===== src/scsc_pkg.sv =====
// package: register map, field layout, fuse codes and counts for the clock source control
`default_nettype none

package scsc_pkg;

	// ------------------------------------------------------------
	// register map
	// ------------------------------------------------------------
	localparam logic [7:0]  CTRL_OFFSET    = 8'h00;
	localparam logic [7:0]  STAT_OFFSET    = 8'h04;
	localparam logic [31:0] CTRL_RESET     = 32'h0000_0038;

	// control register fields
	localparam int          CTRL_SRC_LSB   = 0;
	localparam int          CTRL_IFS_LSB   = 3;
	localparam int          CTRL_SOFT_MULT = 7;

	// status register fields
	localparam int          STAT_HF_STABLE = 0;
	localparam int          STAT_HF_LOCKED = 1;
	localparam int          STAT_MF_READY  = 3;
	localparam int          STAT_HF_READY  = 4;
	localparam int          STAT_XTAL_DONE = 5;

	// ------------------------------------------------------------
	// encodings
	// ------------------------------------------------------------
	localparam logic [1:0]  SRC_FUSE       = 2'h0;
	localparam logic [1:0]  SRC_SECONDARY  = 2'h1;
	localparam logic [3:0]  IFS_RESET      = 4'h7;
	localparam logic [3:0]  IFS_32MHZ      = 4'hE;
	// which select codes run the 16 MHz source, which the 500 kHz one
	localparam logic [15:0] IFS_HF_CODES   = 16'hFF08;
	localparam logic [15:0] IFS_MF_CODES   = 16'h00F4;

	localparam logic [2:0]  MODE_WATCH     = 3'h0;
	localparam logic [2:0]  MODE_MEDIUM    = 3'h1;
	localparam logic [2:0]  MODE_HIGH      = 3'h2;
	localparam logic [2:0]  MODE_RC        = 3'h3;
	localparam logic [2:0]  MODE_INTERNAL  = 3'h4;

	// ------------------------------------------------------------
	// counts
	// ------------------------------------------------------------
	localparam int          STARTUP_COUNT  = 1024;
	localparam int          STARTUP_W      = 11;

	typedef enum logic [2:0] {
		SU_IDLE = 3'b001,
		SU_RUN  = 3'b010,
		SU_DONE = 3'b100
	} scsc_su_e;

endpackage

`default_nettype wire


===== src/scsc_top.sv =====
// module: clock source control with apb registers, start-up counter and source arbitration
//
// The implementer's own choices: the placing of the registers and the APB interface to the registers.
`timescale 1ns/1ps
`default_nettype none

// Operation
// - crystal modes count 1024 primary oscillator edges before clock is stable
// - count launches after reset and power-up delay, and on every wake-up
// - execution held while counting unless failure monitor or two-speed enabled
// - with monitor or two-speed enabled, run on internal clock while counting
// - multiplier enabled when fuse or software enable bit is one and source field is 00
// - fuse set makes software multiplier bit ignored
// - secondary 32.768 kHz oscillator selectable at run time as system clock
// - in RC and internal modes second pin is gpio or clock out by fuse
// - internal mode releases primary clock input pin as gpio
// - internal block selected by fuse default or by software source field
// - 16 MHz source built from 500 kHz by loop, feeds postscaler mux
// - 16 MHz source on for its select codes when internal block chosen
// - 500 kHz source on for its select codes when internal block chosen
// - four-bit frequency select picks postscaler output frequency
// - high-frequency ready flag reads one while that source runs
// - high-frequency locked flag shows within two percent
// - high-frequency stable flag shows within half a percent
// - medium-frequency ready flag reads one while that source runs
// - fast start-up oscillator clocks circuits until 16 MHz source is ready
// - source field: 00 fuse, 01 secondary, 1x internal; cleared on reset
// - frequency select loads 0111 after any reset
// - 32 MHz needs internal fuse, source 00, code 1110, multiplier on
module scsc_top
	import scsc_pkg::*;
(
	input  wire logic        pclk,
	input  wire logic        presetn,
	input  wire logic        psel,
	input  wire logic        penable,
	input  wire logic        pwrite,
	input  wire logic [7:0]  paddr,
	input  wire logic [31:0] pwdata,
	output logic      [31:0] prdata,
	output logic             pready,
	output logic             pslverr,
	input  wire logic [2:0]  fuse_osc_mode,
	input  wire logic        fuse_multiplier_enable,
	input  wire logic        clock_out_pin_fuse,
	input  wire logic        fuse_power_up_delay_en,
	input  wire logic        fuse_clock_failure_monitor_en,
	input  wire logic        fuse_two_speed_en,
	input  wire logic        power_up_delay_done,
	input  wire logic        sleep_wake,
	input  wire logic        primary_clock_in_pin,
	input  wire logic        hf_running,
	input  wire logic        hf_within_2pct,
	input  wire logic        hf_within_half_pct,
	input  wire logic        mf_running,
	output logic [1:0]       active_source,
	output logic [3:0]       internal_freq_select,
	output logic             multiplier_enable,
	output logic             internal_32mhz,
	output logic             hf_enable,
	output logic             mf_enable,
	output logic             hf_loop_enable,
	output logic             fast_startup_active,
	output logic             hold_execution,
	output logic             run_on_internal,
	output logic             crystal_stable,
	output logic             primary_in_gpio,
	output logic             primary_out_clkout,
	output logic             primary_out_gpio
);
	import scsc_pkg::*;

	// ------------------------------------------------------------
	// pin and oscillator status synchronisers
	// ------------------------------------------------------------
	logic [6:0] async_raw;
	logic [6:0] async_s;
	wire        prim_s;
	wire        wake_s;
	wire        power_up_delay_timer_s;
	wire        hf_ready_s;
	wire        hf_locked_s;
	wire        hf_stable_s;
	wire        mf_ready_s;

	assign async_raw = {primary_clock_in_pin, sleep_wake, power_up_delay_done,
		hf_running, hf_within_2pct, hf_within_half_pct, mf_running};

	scsc_sync #(.W(7)) u_sync (
		.pclk     (pclk),
		.presetn  (presetn),
		.async_in (async_raw),
		.sync_out (async_s)
	);

	assign prim_s      = async_s[6];
	assign wake_s      = async_s[5];
	assign power_up_delay_timer_s      = async_s[4];
	assign hf_ready_s  = async_s[3];
	assign hf_locked_s = async_s[2];
	assign hf_stable_s = async_s[1];
	assign mf_ready_s  = async_s[0];

	// ------------------------------------------------------------
	// apb register file
	// ------------------------------------------------------------
	logic [1:0]  src_q;
	logic [3:0]  ifs_q;
	logic        soft_mult_q;
	logic [31:0] stat_word;
	logic [31:0] ctrl_word;
	wire         access;
	wire         sel_ctrl;
	wire         sel_stat;
	wire         mapped;
	wire         wr_ctrl;
	wire [31:0]  rd_mux;

	assign access   = psel && penable && !pready;
	assign sel_ctrl = (paddr == CTRL_OFFSET);
	assign sel_stat = (paddr == STAT_OFFSET);
	assign mapped   = sel_ctrl || sel_stat;
	assign wr_ctrl  = access && pwrite && sel_ctrl;
	assign rd_mux   = sel_ctrl ? ctrl_word : (sel_stat ? stat_word : 32'h0000_0000);

	always_comb
	begin
		ctrl_word                               = 32'h0000_0000;
		ctrl_word[CTRL_SRC_LSB +: 2]            = src_q;
		ctrl_word[CTRL_IFS_LSB +: 4]            = ifs_q;
		ctrl_word[CTRL_SOFT_MULT]               = soft_mult_q;
		stat_word                               = 32'h0000_0000;
		stat_word[STAT_HF_STABLE]               = hf_stable_s;
		stat_word[STAT_HF_LOCKED]               = hf_locked_s;
		stat_word[STAT_MF_READY]                = mf_ready_s;
		stat_word[STAT_HF_READY]                = hf_ready_s;
		stat_word[STAT_XTAL_DONE]               = crystal_stable;
	end

	// one wait state: pready rises in the cycle after the access phase starts
	always_ff @(posedge pclk or negedge presetn)
	begin
		if (!presetn)
		begin
			pready  <= 1'b0;
			pslverr <= 1'b0;
			prdata  <= 32'h0000_0000;
		end
		else
		begin
			pready  <= access;
			pslverr <= access && !mapped;
			if (access && !pwrite)
				prdata <= rd_mux;
		end
	end

	always_ff @(posedge pclk or negedge presetn)
	begin
		if (!presetn)
		begin
			src_q       <= CTRL_RESET[CTRL_SRC_LSB +: 2];
			ifs_q       <= CTRL_RESET[CTRL_IFS_LSB +: 4];
			soft_mult_q <= CTRL_RESET[CTRL_SOFT_MULT];
		end
		else if (wr_ctrl)
		begin
			src_q       <= pwdata[CTRL_SRC_LSB +: 2];
			ifs_q       <= pwdata[CTRL_IFS_LSB +: 4];
			soft_mult_q <= pwdata[CTRL_SOFT_MULT];
		end
	end

	// ------------------------------------------------------------
	// crystal start-up sequencing
	// ------------------------------------------------------------
	logic  prim_d_q;
	logic  wake_d_q;
	logic  launched_q;
	wire   osc_edge;
	wire   wake_rise;
	wire   crystal_mode;
	wire   power_up_delay_timer_ok;
	wire   launch;
	wire   su_busy;
	wire   su_done;
	wire   bypass_hold;

	assign crystal_mode = (fuse_osc_mode == MODE_WATCH) || (fuse_osc_mode == MODE_MEDIUM)
		|| (fuse_osc_mode == MODE_HIGH);
	assign osc_edge     = prim_s && !prim_d_q;
	assign wake_rise    = wake_s && !wake_d_q;
	assign power_up_delay_timer_ok      = !fuse_power_up_delay_en || power_up_delay_timer_s;
	assign launch       = crystal_mode && ((!launched_q && power_up_delay_timer_ok) || wake_rise);
	assign bypass_hold  = fuse_clock_failure_monitor_en || fuse_two_speed_en;

	always_ff @(posedge pclk or negedge presetn)
	begin
		if (!presetn)
		begin
			prim_d_q   <= 1'b0;
			wake_d_q   <= 1'b0;
			launched_q <= 1'b0;
		end
		else
		begin
			prim_d_q   <= prim_s;
			wake_d_q   <= wake_s;
			launched_q <= launched_q || launch;
		end
	end

	scsc_startup u_startup (
		.pclk     (pclk),
		.presetn  (presetn),
		.launch   (launch),
		.osc_edge (osc_edge),
		.busy_q   (su_busy),
		.done_q   (su_done)
	);

	// ------------------------------------------------------------
	// source arbitration
	// ------------------------------------------------------------
	wire  internal_fuse;
	wire  internal_sel;
	wire  mult_req;
	wire  mult_on;
	wire  hf_on;
	wire  mf_on;
	wire  rc_or_int;
	wire  want_32;
	wire  hold_d;
	wire  run_int_d;

	assign internal_fuse = (fuse_osc_mode == MODE_INTERNAL);
	assign internal_sel  = (internal_fuse && src_q == SRC_FUSE) || src_q[1];
	assign mult_req      = fuse_multiplier_enable || soft_mult_q;
	// multiplier only follows the fuse-defined source; never the internal block via 1x
	assign mult_on       = mult_req && (src_q == SRC_FUSE);
	assign want_32       = internal_fuse && src_q == SRC_FUSE && ifs_q == IFS_32MHZ && mult_req;
	assign hf_on         = IFS_HF_CODES[ifs_q] && internal_sel;
	assign mf_on         = IFS_MF_CODES[ifs_q] && internal_sel;
	assign rc_or_int     = (fuse_osc_mode == MODE_RC) || internal_fuse;
	assign hold_d        = su_busy && !bypass_hold;
	assign run_int_d     = su_busy && bypass_hold;

	always_ff @(posedge pclk or negedge presetn)
	begin
		if (!presetn)
		begin
			active_source        <= SRC_FUSE;
			internal_freq_select <= IFS_RESET;
			multiplier_enable    <= 1'b0;
			internal_32mhz       <= 1'b0;
			hf_enable            <= 1'b0;
			mf_enable            <= 1'b0;
			hf_loop_enable       <= 1'b0;
			fast_startup_active  <= 1'b0;
			hold_execution       <= 1'b0;
			run_on_internal      <= 1'b0;
			crystal_stable       <= 1'b0;
			primary_in_gpio      <= 1'b0;
			primary_out_clkout   <= 1'b0;
			primary_out_gpio     <= 1'b0;
		end
		else
		begin
			active_source        <= src_q;
			internal_freq_select <= ifs_q;
			multiplier_enable    <= mult_on;
			internal_32mhz       <= want_32;
			hf_enable            <= hf_on;
			// the 16 MHz source is the loop locked onto the 500 kHz source
			hf_loop_enable       <= hf_on;
			mf_enable            <= mf_on || hf_on;
			fast_startup_active  <= hf_on && !hf_ready_s;
			hold_execution       <= hold_d;
			run_on_internal      <= run_int_d;
			crystal_stable       <= su_done;
			primary_in_gpio      <= internal_fuse;
			primary_out_clkout   <= rc_or_int && clock_out_pin_fuse;
			primary_out_gpio     <= rc_or_int && !clock_out_pin_fuse;
		end
	end

	// ------------------------------------------------------------
	// checks
	// ------------------------------------------------------------
	// an attempt at the release edge would judge outputs still held in reset
	logic live_q;

	always_ff @(posedge pclk or negedge presetn)
	begin
		if (!presetn)
			live_q <= 1'b0;
		else
			live_q <= 1'b1;
	end
endmodule // scsc_top

`default_nettype wire


===== src/scsc_sync.sv =====
// module: two flip-flop level synchroniser for asynchronous status inputs
`timescale 1ns/1ps
`default_nettype none

module scsc_sync #(
	parameter int W = 1
) (
	input  wire logic         pclk,
	input  wire logic         presetn,
	input  wire logic [W-1:0] async_in,
	output logic      [W-1:0] sync_out
);
	logic [W-1:0] meta_q;

	always_ff @(posedge pclk or negedge presetn)
	begin
		if (!presetn)
		begin
			meta_q   <= '0;
			sync_out <= '0;
		end
		else
		begin
			meta_q   <= async_in;
			sync_out <= meta_q;
		end
	end

endmodule // scsc_sync

`default_nettype wire


===== src/scsc_startup.sv =====
// module: crystal start-up counter, counts primary oscillator edges after a launch
`timescale 1ns/1ps
`default_nettype none

module scsc_startup
	import scsc_pkg::*;
(
	input  wire logic pclk,
	input  wire logic presetn,
	input  wire logic launch,
	input  wire logic osc_edge,
	output logic      busy_q,
	output logic      done_q
);
	scsc_su_e               state_q;
	scsc_su_e               state_d;
	logic [STARTUP_W-1:0]   count_q;
	logic [STARTUP_W-1:0]   count_d;
	wire                    last_edge;

	localparam logic [STARTUP_W-1:0] LAST = STARTUP_W'(STARTUP_COUNT - 1);

	assign last_edge = osc_edge && (count_q == LAST);

	always_comb
	begin
		state_d = state_q;
		count_d = count_q;
		case (state_q)
			SU_IDLE, SU_DONE:
				if (launch)
				begin
					state_d = SU_RUN;
					count_d = '0;
				end
			SU_RUN:
				if (launch)
					count_d = '0;
				else if (last_edge)
					state_d = SU_DONE;
				else if (osc_edge)
					count_d = count_q + STARTUP_W'(1);
			default:
				state_d = SU_IDLE;
		endcase
	end

	always_ff @(posedge pclk or negedge presetn)
	begin
		if (!presetn)
		begin
			state_q <= SU_IDLE;
			count_q <= '0;
		end
		else
		begin
			state_q <= state_d;
			count_q <= count_d;
		end
	end

	assign busy_q = (state_q == SU_RUN);
	assign done_q = (state_q == SU_DONE);

	// ------------------------------------------------------------
	// checks
	// ------------------------------------------------------------
	// an attempt at the release edge would judge flops that were still in reset
	logic live_q;

	always_ff @(posedge pclk or negedge presetn)
	begin
		if (!presetn)
			live_q <= 1'b0;
		else
			live_q <= 1'b1;
	end
endmodule // scsc_startup

`default_nettype wire


===== config.mk =====
export PLATFORM = sky130hd
export DESIGN_NAME = scsc_top
export DESIGN_NICKNAME = d
export VERILOG_FILES = /design/src/scsc_pkg.sv /design/src/scsc_top.sv /design/src/scsc_sync.sv /design/src/scsc_startup.sv
export SDC_FILE = /design/constraint.sdc
export NUM_CORES = 1
export LEC_CHECK = 0
export BUFFER_PORTS_ARGS = -buffer_cell sky130_fd_sc_hd__buf_2
export CORE_ASPECT_RATIO = 0.6
export CORE_MARGIN = 2
export CORE_UTILIZATION = 31
export CTS_CLUSTER_SIZE = 40
export DETAILED_ROUTE_END_ITERATION = 8
export PLACE_DENSITY_LB_ADDON = 0.05
export SETUP_SLACK_MARGIN = 0.15
export SYNTH_ARGS = -nofsm -noshare
export SYNTH_HDL_FRONTEND = slang
export SYNTH_SLANG_ARGS = --single-unit
export TNS_END_PERCENT = 1

===== constraint.sdc =====
create_clock -name pclk -period 1.71 [get_ports pclk]
set_input_delay 0.342 -clock pclk [delete_from_list [all_inputs] [get_ports pclk]]
set_output_delay 0.342 -clock pclk [all_outputs]
set_load 0.05 [all_outputs]

# Yosys cells after proc, flatten, opt, wreduce, memory -nomap -nowiden

Memory sizes are Yosys's and may differ from the RTL's.
Index checks and enable logic that the tools add are counted.
Widths: inputs -> output; s select.

Bits in latches: 0
ROM bits: 32
Register bits after elaboration: 89
Bits in writable memories: 0
Input bits: 60
Memories: 2
Word-level logic and storage cells: 108
Output and inout bits: 52

Equal/unequal tests: 15
Reduce and logical (&&, ||, !) cells: 50
Shifts and indexed selects: 0
Multipliers: 0
Div/mod/pow operators: 0
Bitwise operators: 0
Multiplexer cells: 13
Add/sub/neg operators: 1
$lt $le $gt $ge: 1

Memories:

| name             | depth | width | read ports | clocked after Yosys merged registers in | wr ports | line            | RTL |
|---|---|---|---|---|---|---|---|
| (name not given) | 16    | 1     | 1          | 0                                       | 0        | scsc_top.sv:243 | `assign mf_on = IFS_MF_CODES[ifs_q] && internal_sel;` |
| (name not given) | 16    | 1     | 1          | 0                                       | 0        | scsc_top.sv:242 | `assign hf_on = IFS_HF_CODES[ifs_q] && internal_sel;` |

Operator list:

| cell                  | count |
|---|---|
| $mux 11               | 4 |
| $logic_and 1x1->1     | 22 |
| $pmux 11 s2           | 1 |
| $add 11x1->11 const B | 1 |
| $eq 11x10->1 const B  | 1 |
| $logic_or 1x1->1      | 11 |
| $logic_not 1->1       | 10 |
| $eq 3x2->1 const B    | 3 |
| $mux 3                | 3 |
| $eq 8x3->1 const B    | 1 |
| $logic_not 8->1       | 1 |
| $mux 8                | 1 |
| $eq 3x1->1 const B    | 2 |
| $eq 3x3->1 const B    | 2 |
| $mux 6                | 1 |
| $pmux 3 s2            | 1 |
| $lt 4x5->1 const B    | 1 |
| $eq 4x4->1 const B    | 1 |
| $ne 2x2->1 const B    | 2 |
| $reduce_and 4->1      | 1 |
| $logic_not 3->1       | 1 |
| $ne 3x2->1 const B    | 1 |
| $ne 3x3->1 const B    | 1 |
| $reduce_and 3->1      | 1 |
| other kinds (5)       | 6 |

# Depth between registers and ports, before layout

Gate-level depths: netlist of run 1.

Depth in word-level cells: 7
Mapped depth: 6

# Cells and area by module

Synthesis of run 1 repeated with hierarchy kept, for this count alone.

Cells, all modules: 230
Area, all modules: 2708.8 sq um

By module, submodules not included:

| module       | instances | cells an instance | sequential area each (sq um) | area an instance (sq um) |
|---|---|---|---|---|
| scsc_top     | 1         | 132               | 908.4                        | 1576.5 |
| scsc_startup | 1         | 84                | 351.6                        | 782.0 |
| scsc_sync    | 1         | 14                | 350.3                        | 350.3 |

# Worst setup path after synthesis of run 1

No wires, ideal clock.

Path kind: in2reg
From: in paddr[5]
To: reg ifs_q[3]
Data arrival time: 1572 ps
Path buffers: 0
Slack: 13 ps
Stages: 4
Setup time: 125 ps
Cell sequence: or4_4 nor4_4 nand4b_4 mux2_2

Cells in the longest elaborated chain, start to end: 2

Ends and longest elaborated chain:

| what                 | line            | RTL |
|---|---|---|
| from (decl)          | scsc_top.sv:38  | `input wire logic [7:0] paddr,` |
| $logic_not 8->1      | scsc_top.sv:120 | `assign sel_ctrl = (paddr == CTRL_OFFSET);` |
| $logic_and 1x1->1    | scsc_top.sv:123 | `assign wr_ctrl = access && pwrite && sel_ctrl;` |
| to (signal assigned) | scsc_top.sv:163 | `ifs_q <= CTRL_RESET[CTRL_IFS_LSB +: 4];` |
| to (signal assigned) | scsc_top.sv:169 | `ifs_q <= pwdata[CTRL_IFS_LSB +: 4];` |
| to (decl)            | scsc_top.sv:108 | `logic [3:0] ifs_q;` |

Every way passes these cells.
A chain may end at the register's enable or synchronous reset.

# Final worst setup path of run 1

From: reg u_startup.state_q[2]
To: reg u_startup.count_q[4]

Cells in the longest elaborated chain, start to end: 4
Elaborated cells on any way between the ends: 10
Classes of those cells: 6 x eq/ne; 1 x mux; 3 x reduce/logical

Ends and longest elaborated chain:

| what                                                      | line               | RTL |
|---|---|---|
| from (decl)                                               | scsc_startup.sv:15 | `scsc_su_e state_q;` |
| from (signal assigned)                                    | scsc_startup.sv:57 | `state_q <= state_d;` |
| $eq 3x3->1 or $eq 3x1->1 (tied branches)                  | scsc_startup.sv:29 | `case (state_q)` |
| $reduce_or 2->1                                           | scsc_startup.sv:29 |  |
| $ne 2x2->1 (no line) or $reduce_bool 2->1 (tied branches) | n/a                |  |
| $reduce_and 4->1 (no line)                                | n/a                |  |
| to (signal assigned)                                      | scsc_startup.sv:58 | `count_q <= count_d;` |
| to (decl)                                                 | scsc_startup.sv:17 | `logic [STARTUP_W-1:0] count_q;` |

Parallel ways exist; a longest one is shown, timed or not.

==> flow_summary.yaml, run 1 <==
power:
  seqPwrFrac_pct: 44.7
  p_leak_nw: 1.857
  pwr-share-clk_pct: 46.0
  power_density_nw_per_um2: 976.8
  p_int_mw: 2.606
  pwr-share-comb_pct: 9.3
  p_total_mw: 3.504
  swShare_pct: 25.63
  peakVddDrop_uv: 560.9
  p_switching_mw: 0.8981
final_layout:
  layout_common_cells: "61 x buf_2, 57 x dfrtp_1, 29 x buf_4"
  final_util_pct: 42.58
  final_cell_area_um2: 3587
  drive_gt1_share_pct: 41.99
  diodes: 0
  nets: 387
  area_growth_pct: 34.22
  layout_commonest_cell: "buf_2"
  fillers: 822
placement:
  placed_area_um2: 3204
  io_buffers: 61
  place_congestion: 0.7940
  place_hpwl_um: 4233
detailed_routing:
  viasPerCell: 4.271
  ant_nets: 0
  drt_iter0_markers: 111
  wl_per_cell_um: 13.14
  vias: 1892
  wirelength_um: 5821
  drc: 0
  firstDrtPassIters: 4
clock_network:
  cts-root-buf: "clkbuf_16"
  clockBufferDepth: 2
  cts_inserted_buffers: 9
  clock_sinks: 64
  clk_pin_slew_ps: 50
  clk_latency_ps: 320
  htreeDepth: 3
  cts_tree: "built"
logic_synthesis:
  synthTopCellsByArea: "dfrtp_1 53%, buf_4 7.3%, dfstp_2 6.9%, mux2_2 2.9%, a22o_1 2.3%"
  ys_types: 40
  ys_seq_area_share_pct: 60.25
  synth_top_area_share_pct: 53.37
  ys_async_sr_fraction_pct: 100.0
  yosys.area_share.simple_pct: 16.62
  synth_top_family_by_area: "simple AND/OR/NAND/NOR gates"
  syn_inst: 227
  yosysWarnings: 0
  muxShareOfSynthArea_pct: 5.197
  synth_fa_ha_area_share_pct: 0.4682
  synth_flop_cell: "dfrtp_1"
  syn_area_per_cell_um2: 11.77
  yosys.area.top_type: "dfrtp_1"
  syn_area_um2: 2673
  synth_compound_area_share_pct: 8.287
  synth-xor-area-share_pct: 0
  synth_edf_count: 0
  ys_seq_elements: 64
setup_path:
  worstSetupPathType: "flop to flop"
  end_kind: "flop"
  crit_slowest_cell: "or3b_4"
  cpPeakStageDelay_ps: 430
  crit_chain: "or3b_4, nor2_4, nand2_2, a22o_1, a22o_1"
  worstSetupStartpointType: "flop"
  cpMostUsedCell: "a22o_1"
  cp.required_ps: 1920
  cp_data_arrival_time_ps: 1840
  worstPathMaxFanout: 5
hold_path:
  worstHoldPathType: "primary input to asynchronous set/reset pin"
sta:
  maxSlewViolCount: 0
  max_freq_mhz: 613.5
  whs_ps: 22.13
  period_share_pct: 95.31
  rsz0062_at_grt: "true"
  hold_viol: 0
  period_needed_ps: 1630
  setup_violations: 0
  finalClockSkew_ps: 3.425
job:
  maxCapViolCount: 0
grt:
  grt-ovfl-total: 0
  track_usage_pct: 13.32
  antenna_found_initial: 0
  first_global_vias: 1735
  grt_max_degree: 65
  grt_pass1_wl_um: 9335
floorplan:
  coreArea_um2: 8426
  initial_core_util_pct: 31.72
  die_x_um: 123.9
  boundaryPins: 112
  die_y_um: 75.92
  fp.dieArea_um2: 9404
  num_rows: 26
outcome:
  outcome: "finished, final reports clean"
-- path summary, 6_finish.rpt --
kind / endpoint / start / depth (start not counted) / slack, ps
max in group asynchronous: u_startup.state_q[0] / presetn / 2 / 1370
max: u_startup.count_q[4] / u_startup.state_q[2] / 5 / 80
min reg2reg: u_sync.sync_out[4] / u_sync.meta_q[4] / 0 / 340
min: u_sync.meta_q[3] / presetn / 2 / 20
min in group pclk: u_sync.meta_q[3] / hf_running / 1 / 120
max reg2reg: u_startup.count_q[4] / u_startup.state_q[2] / 5 / 80
-- stage by stage --
stage,setup WS (ps),instances,TNS [ps]
after global routing,-3.151,443,-3.151
after detailed placement,-232.2,420,-2534
final,80.12,443,0
after global placement,-222.8,420,-2325
after CTS,80.58,439,0
after floorplan,13.10,251,0
-- layout make-up --
class | count | area [um^2] | share of cell area (%)
flip-flops and latches | 64 | 1610 | 44.89
multi-input cells | 149 | 959.7 | 26.75
repair buffers | 94 | 581.8 | 16.22
clock buffers | 10 | 229.0 | 6.383
well taps | 112 | 140.1 | 3.907
clock inverters | 6 | 36.28 | 1.012
inverters | 8 | 30.03 | 0.8371
-- critical path, delay by kind of cell, from the launching register on --
| family | cells | cell delay [ps] |
|---|---|---|
| DFF | 1 | 410 |
| and+or+nand+nor | 3 | 660 |
| AOI/OAI and AO/OA | 2 | 440 |
-- cell usage after synthesis, types with 2 or more instances --
cell type	n
dfrtp_1	57
buf_4	26
nor2_1	16
nand2_1	12
nand3_1	11
o21ai_0	9
inv_1	8
a22o_1	7
dfstp_2	7
mux2_2	7
nor3_1	7
a21oi_1	6
mux2i_1	6
and2_1	4
and3_1	4
nand2b_1	4
nor2b_1	4
a22oi_1	3
clkbuf_1	3
nand3b_1	2
nand4_1	2
o211ai_1	2
o2bb2ai_1	2
or2_2	2
-- per-layer routing --
| metal | GRT usage [%] | wire length (um) | share of wire [%] |
|---|---|---|---|
| met4 | 4.773 | 40 | 0.69 |
| met3 | 5.497 | 478 | 8.2 |
| met2 | 14.73 | 2111 | 36 |
| met1 | 21.84 | 3190 | 55 |
| met5 | 0 | 0 | 0 |
-- power by group through the flow --
stage	registers [mW]	logic, mW	clock network (mW)
2_1_floorplan	1.62	0.213	0
3_3_place_gp	1.59	0.314	0
3_5_place_dp	1.59	0.315	0
4_1_cts	1.56	0.317	1.67
5_1_grt	1.57	0.354	1.74
6_report	1.56	0.327	1.61
-- kinds of logic (layout without fill, tap and decap cells) --
logic type                 after synthesis  after routing
and+or+nand+nor                         77             77
other                                    1             25
DFF                                     64             64
adders and majority gates                1              1
muxes                                   13             13
buffers and inverters                   38            118
AOI/OAI and AO/OA                       33             33
-- sequential cells by signal, summed over array words and instances (netlist names), 3 cells and up --
register and flops:
prdata 7, u_sync.meta_q 7, ifs_q 4, internal_freq_select 4, u_sync.sync_out 7, u_startup.state_q 3
u_startup.count_q 11
-- timing repair --
item,4_1_cts,5_1_grt
buffers inserted,3,4
endpoints found under the setup margin,15,21
pin swaps,3,2
gates resized for setup,6,7
hold buffers,0,0
Power figures use the tool's default switching activity.
==> inputs of run 2 (changes only) <==
==> constraint.sdc (replaced) <==
create_clock -name pclk -period 1.9 [get_ports pclk]
set_input_delay 0.38 -clock pclk [delete_from_list [all_inputs] [get_ports pclk]]
set_output_delay 0.38 -clock pclk [all_outputs]
set_load 0.05 [all_outputs]
==> run 2 against run 1 <==
Clock power about the same. Sequential share of layout area up 2.6 points. Largest cell class unchanged. Setup slack better by 75 ps. Clock skew increased by 3.8 ps. Sequential power shrank 9.6%. First-iteration DRC count unchanged. Critical endpoint is now u_startup.count_q[7]. Critical path type unchanged. Die area unchanged. Largest power group unchanged. Design area fell by 5.5%. Combinational power shrank 16%.
==> flow_summary.yaml, run 2 (synthesis gave the netlist of run 1 again) <==
outcome:
  outcome: "finished, final reports clean"
clock_network:
  clk_pin_slew_ps: 50
  post_cts.repair.setup_buffers: 0
  htreeDepth: 3
  cts_inserted_buffers: 9
  holdBufCountCts: 0
  post_cts_resized: 1
  cts-root-buf: "clkbuf_16"
  cts_tree: "built"
  clock_sinks: 64
  clockBufferDepth: 2
  clk_latency_ps: 310
detailed_routing:
  wl_per_cell_um: 12.97
  vias: 1763
  ant_nets: 0
  wirelength_um: 5446
  viasPerCell: 4.198
  drt_iter0_markers: 111
  drc: 0
  firstDrtPassIters: 4
setup_path:
  cp_data_arrival_time_ps: 1940
  cp.required_ps: 2090
  worstPathMaxFanout: 6
  worstSetupStartpointType: "flop"
  r2r_end: "u_startup.count_q[7]"
  rrSetupSlack_ps: 160
  cpPeakStageDelay_ps: 450
  worstSetupPathType: "flop to flop"
  rr_startpoint: "u_startup.state_q[2]"
  end_kind: "flop"
  crit_chain: "or3b_4, nor2_2, nand2_2, buf_4, a22oi_1, o2bb2ai_1"
  crit_slowest_cell: "or3b_4"
  startpoint: "u_startup.state_q[2]"
  endpoint: "u_startup.count_q[7]"
  reg2reg_depth: 6
final_layout:
  nets: 364
  largest_reg_flops: 11
  layout_common_cells: "61 x buf_2, 57 x dfrtp_1, 25 x conb_1"
  final_util_pct: 40.21
  diodes: 0
  top_register: "u_startup.count_q"
  area_growth_pct: 26.78
  drive_gt1_share_pct: 35.06
  final_cell_area_um2: 3388
  layout_commonest_cell: "buf_2"
placement:
  place_congestion: 0.7787
  place_hpwl_um: 4075
  io_buffers: 61
  placed_area_um2: 3084
grt:
  grt-ovfl-total: 0
  antenna_found_initial: 0
  grt_max_degree: 65
  track_usage_pct: 12.48
  grt_pass1_wl_um: 8790
  first_global_vias: 1676
floorplan:
  fp.dieArea_um2: 9404
  die_x_um: 123.9
  initial_core_util_pct: 31.72
  num_rows: 26
  coreArea_um2: 8426
  die_y_um: 75.92
  boundaryPins: 112
sta:
  maxSlewViolCount: 0
  whs_ps: 74.14
  rsz0062_at_grt: "true"
  setup_violations: 0
  period_share_pct: 91.81
  max_freq_mhz: 573.3
  final.setup.tns_ps: 0
  hold_viol: 0
  period_needed_ps: 1744
  finalClockSkew_ps: 7.258
power:
  peakVddDrop_uv: 530.0
  p_leak_nw: 1.727
  power_density_nw_per_um2: 963.2
  p_total_mw: 3.264
hold_path:
  worstHoldPathType: "primary input to asynchronous set/reset pin"
job:
  maxCapViolCount: 0
[run 2: cell count changes in the layout (fill, tap and decap cells not counted), sizes merged]
| cell | change |
|---|---|
| bufinv | +1 |
| clkinv | -4 |
| buf | -22 |
| clkbuf | +2 |
[run 2: cell type report]
class                           instances  area, um^2
Multi-Input combinational cell        149       922.1
Timing Repair Buffer                   71       392.9
Tap cell                              112       140.1
Sequential cell                        64        1610
Fill cell                             842        5037
Inverter                                8       30.03
Clock inverter                          3       42.54
Clock buffer                           13       250.2
[run 2: worst min path at each step]
| stage | to | startpoint | slack [ps] |
|---|---|---|---|
| finish | u_sync.meta_q[0] | presetn | 70 |
| global route | u_sync.meta_q[3] | presetn | 100 |
| CTS | u_startup.count_q[10] | presetn | 80 |
| detailed placement | u_sync.sync_out[0] | u_sync.meta_q[0] | 330 |
| global placement | u_sync.sync_out[2] | u_sync.meta_q[2] | 330 |
| floorplan | active_source[0] | presetn | 80 |
[run 2: worst max-delay path: cells and delay by family (launching register included)]
| kind | cells | cell delay [ps] |
|---|---|---|
| DFF | 1 | 390 |
| AOI/OAI and AO/OA | 2 | 270 |
| buffers and inverters | 1 | 180 |
| and+or+nand+nor | 3 | 770 |
[run 2: per-layer routing]
layer | vias to the layer above | global-route usage (%) | wire, um
met5 | - | 0 | 0
li1 | 890 | - | -
met2 | 69 | 14.18 | 1906
met3 | 2 | 4.970 | 450
met4 | 0 | 4.091 | 34
met1 | 802 | 20.39 | 3055
[run 2: power by group]
| group | switching [mW] | total (mW) | internal (mW) |
|---|---|---|---|
| Clock | 0.531 | 1.58 | 1.05 |
| Combinational | 0.213 | 0.275 | 0.0614 |
| Sequential | 0.0117 | 1.41 | 1.40 |
[run 2: through the flow]
stage / instances / setup slack (ps)
after global placement: 404 / -85.36
after CTS: 420 / 141.0
after detailed placement: 404 / -82.38
after floorplan: 251 / 165.1
final: 420 / 155.6
after global routing: 420 / 64.85
==> inputs of run 3 (changes only) <==
--- a/config.mk
+++ b/config.mk
@@ -5,11 +5,12 @@
 export SDC_FILE = /design/constraint.sdc
 export NUM_CORES = 1
 export LEC_CHECK = 0
+export ABC_AREA = 1
 export BUFFER_PORTS_ARGS = -buffer_cell sky130_fd_sc_hd__buf_2
 export CORE_ASPECT_RATIO = 0.6
 export CORE_MARGIN = 2
 export CORE_UTILIZATION = 31
-export CTS_CLUSTER_SIZE = 40
+export CTS_CLUSTER_SIZE = 24
 export DETAILED_ROUTE_END_ITERATION = 8
 export PLACE_DENSITY_LB_ADDON = 0.05
 export SETUP_SLACK_MARGIN = 0.15
==> run 3 against run 2 <==
Sequential share of layout area fell by 1.6 points. Worst hold slack got worse by 22 ps. Wire length increased by 11%. First-iteration DRC count is 41% higher. Clock skew is 2.2 ps lower. Critical path depth is 2 higher. Combinational power grew 42%. Largest cell class unchanged. Core utilization rose by 0.30 points.
==> flow_summary.yaml, run 3 <==
power:
  peakVddDrop_uv: 530.3
  power_density_nw_per_um2: 1049
  p_leak_nw: 1.860
floorplan:
  num_rows: 26
  boundaryPins: 112
  die_y_um: 77.74
  fp.dieArea_um2: 9864
  die_x_um: 126.9
  initial_core_util_pct: 32.46
  coreArea_um2: 8653
clock_network:
  clock_sinks: 64
  cts-root-buf: "clkbuf_16"
  cts_inserted_buffers: 9
  post_cts.repair.setup_buffers: 0
  post_cts_resized: 0
  holdBufCountCts: 0
  htreeDepth: 3
  clk_pin_slew_ps: 50
  clk_latency_ps: 330
  cts_tree: "built"
  clockBufferDepth: 2
sta:
  maxSlewViolCount: 0
  worstMarginPinSlew_ps: 565.7
  period_share_pct: 83.31
  period_needed_ps: 1583
  finalClockSkew_ps: 5.057
  max_freq_mhz: 631.8
  setup_violations: 0
  rsz0062_at_grt: "true"
  final.setup.tns_ps: 0
  hold_viol: 0
  whs_ps: 51.74
  slew-limit-headroom_pct: 61.89
  final.setup.worst_slack_ps: 317.2
logic_synthesis:
  yosys.area_share.simple_pct: 24.63
  synth_top_area_share_pct: 50.78
  synth_edf_count: 0
  muxShareOfSynthArea_pct: 0
  syn_area_per_cell_um2: 9.061
  synth_common_cells: "87 x nand2_1, 57 x dfrtp_1, 31 x inv_1"
  synthTopCellsByArea: "dfrtp_1 51%, nand2_1 12%, buf_4 7.2%, dfstp_2 6.5%, inv_1 4.1%"
  yosys.area.top_type: "dfrtp_1"
  synth-xor-area-share_pct: 0.6236
  synth_compound_area_share_pct: 4.187
  ys_seq_elements: 64
  ys_seq_area_share_pct: 57.33
  yosysMostFrequentCell: "nand2_1"
  ys_types: 32
  syn_area_um2: 2809
  yosysWarnings: 0
  synth_fa_ha_area_share_pct: 0.4454
  syn_inst: 310
  synth_top_family_by_area: "simple AND/OR/NAND/NOR gates"
  ys_async_sr_fraction_pct: 100.0
  synth_flop_cell: "dfrtp_1"
detailed_routing:
  firstDrtPassIters: 5
  drt_iter0_markers: 156
  ant_nets: 0
  viasPerCell: 4.179
  wirelength_um: 6038
  wl_per_cell_um: 12.12
  vias: 2081
  drc: 0
setup_path:
  cp_data_arrival_time_ps: 1850
  cp.required_ps: 2170
  worstSetupPathType: "flop to flop"
  worstSetupStartpointType: "flop"
  end_kind: "flop"
  worstPathMaxFanout: 5
final_layout:
  largest_reg_flops: 11
  final_util_pct: 40.51
  seq_area_um2: 1610
  diodes: 0
  top_register: "u_startup.count_q"
  layout_commonest_cell: "nand2_1"
  multi_input_area_um2: 935.9
  drive_gt1_share_pct: 26.94
  nets: 442
  fillers: 888
  layout_common_cells: "87 x nand2_1, 61 x buf_2, 57 x dfrtp_1"
  area_growth_pct: 24.81
outcome:
  outcome: "finished, final reports clean"
grt:
  grt_pass1_wl_um: 9873
  grt-ovfl-total: 0
  track_usage_pct: 13.48
  antenna_found_initial: 0
  first_global_vias: 1895
  grt_max_degree: 65
placement:
  place_congestion: 0.7973
  place_worst_setup_slack_ps: 341.6
  io_buffers: 61
  place_hpwl_um: 4348
job:
  maxCapViolCount: 0
hold_path:
  worstHoldPathType: "primary input to asynchronous set/reset pin"
[run 3: cell types whose count changed in the layout (fill, tap and decap cells not counted), moves of 8 or more]
cell,delta
nand3_1,+12
o21ai_1,+8
inv_1,+23
nand2_1,+76
[run 3: stage by stage]
step | cell area [um^2] | std cells | power (mW)
after floorplan | 2899 | 334 | 1.810
after global placement | 3172 | 482 | 1.891
after detailed placement | 3172 | 482 | 1.892
after CTS | 3503 | 498 | 3.725
after global routing | 3506 | 498 | 3.839
final | 3506 | 498 | 3.678
[run 3: cells by family (layout without fill, tap and decap cells)]
| kind of cell | after synthesis | in the layout |
|---|---|---|
| other | 1 | 25 |
| AND/OR/NAND/NOR | 157 | 157 |
| adder cells (fa/ha/maj) | 1 | 1 |
| XOR/XNOR | 2 | 2 |
| flip-flops | 64 | 64 |
| buffers and inverters | 66 | 118 |
| AO/OA/AOI/OAI | 19 | 19 |
[run 3: where the power goes]
| group | leakage, nW | internal (mW) | switching, mW | total [mW] |
|---|---|---|---|---|
| logic | 0.876 | 0.0916 | 0.300 | 0.391 |
| clock network | 0.165 | 1.22 | 0.592 | 1.81 |
| registers | 0.819 | 1.43 | 0.0470 | 1.48 |
| total | 1.86 | 2.74 | 0.938 | 3.68 |
[run 3: path summary, 6_finish.rpt]
path | startpoint | endpoint | slack, ps | cells after the start
worst min register to register | u_sync.meta_q[3] | u_sync.sync_out[3] | 350 | 0
max in group asynchronous | presetn | u_startup.state_q[0] | 1510 | 2
min in group pclk | power_up_delay_done | u_sync.meta_q[4] | 160 | 1
worst min-delay path | presetn | active_source[0] | 50 | 2
worst max register to register | u_startup.count_q[0] | u_startup.count_q[9] | 320 | 8
worst max-delay path | u_startup.count_q[0] | u_startup.count_q[9] | 320 | 8
[run 3: routing by layer]
layer	vias up	global-route usage (%)	share of wire, %
li1	1068	-	-
met1	935	20.80	56
met3	2	6.621	8.0
met2	76	16.13	36
met5	-	0	0
met4	0	3.407	0.60
[run 3: final cells by class]
type,count,share of cell area (%)
Timing Repair Buffer,64,9.707
Clock inverter,5,2.248
Multi-Input combinational cell,204,26.70
Inverter,38,4.211
Clock buffer,11,7.209
Sequential cell,64,45.93
Tap cell,112,3.997
[run 3: worst max-delay path, cell delays in order, from the launching register on]
cell and delay, ps:
dfrtp_1 430, ha_1 270, nand3_2 130, nor2_2 60, nand3_1 80, nand2_2 80, nor2_1 300, nand2_1 100
nand2_1 70
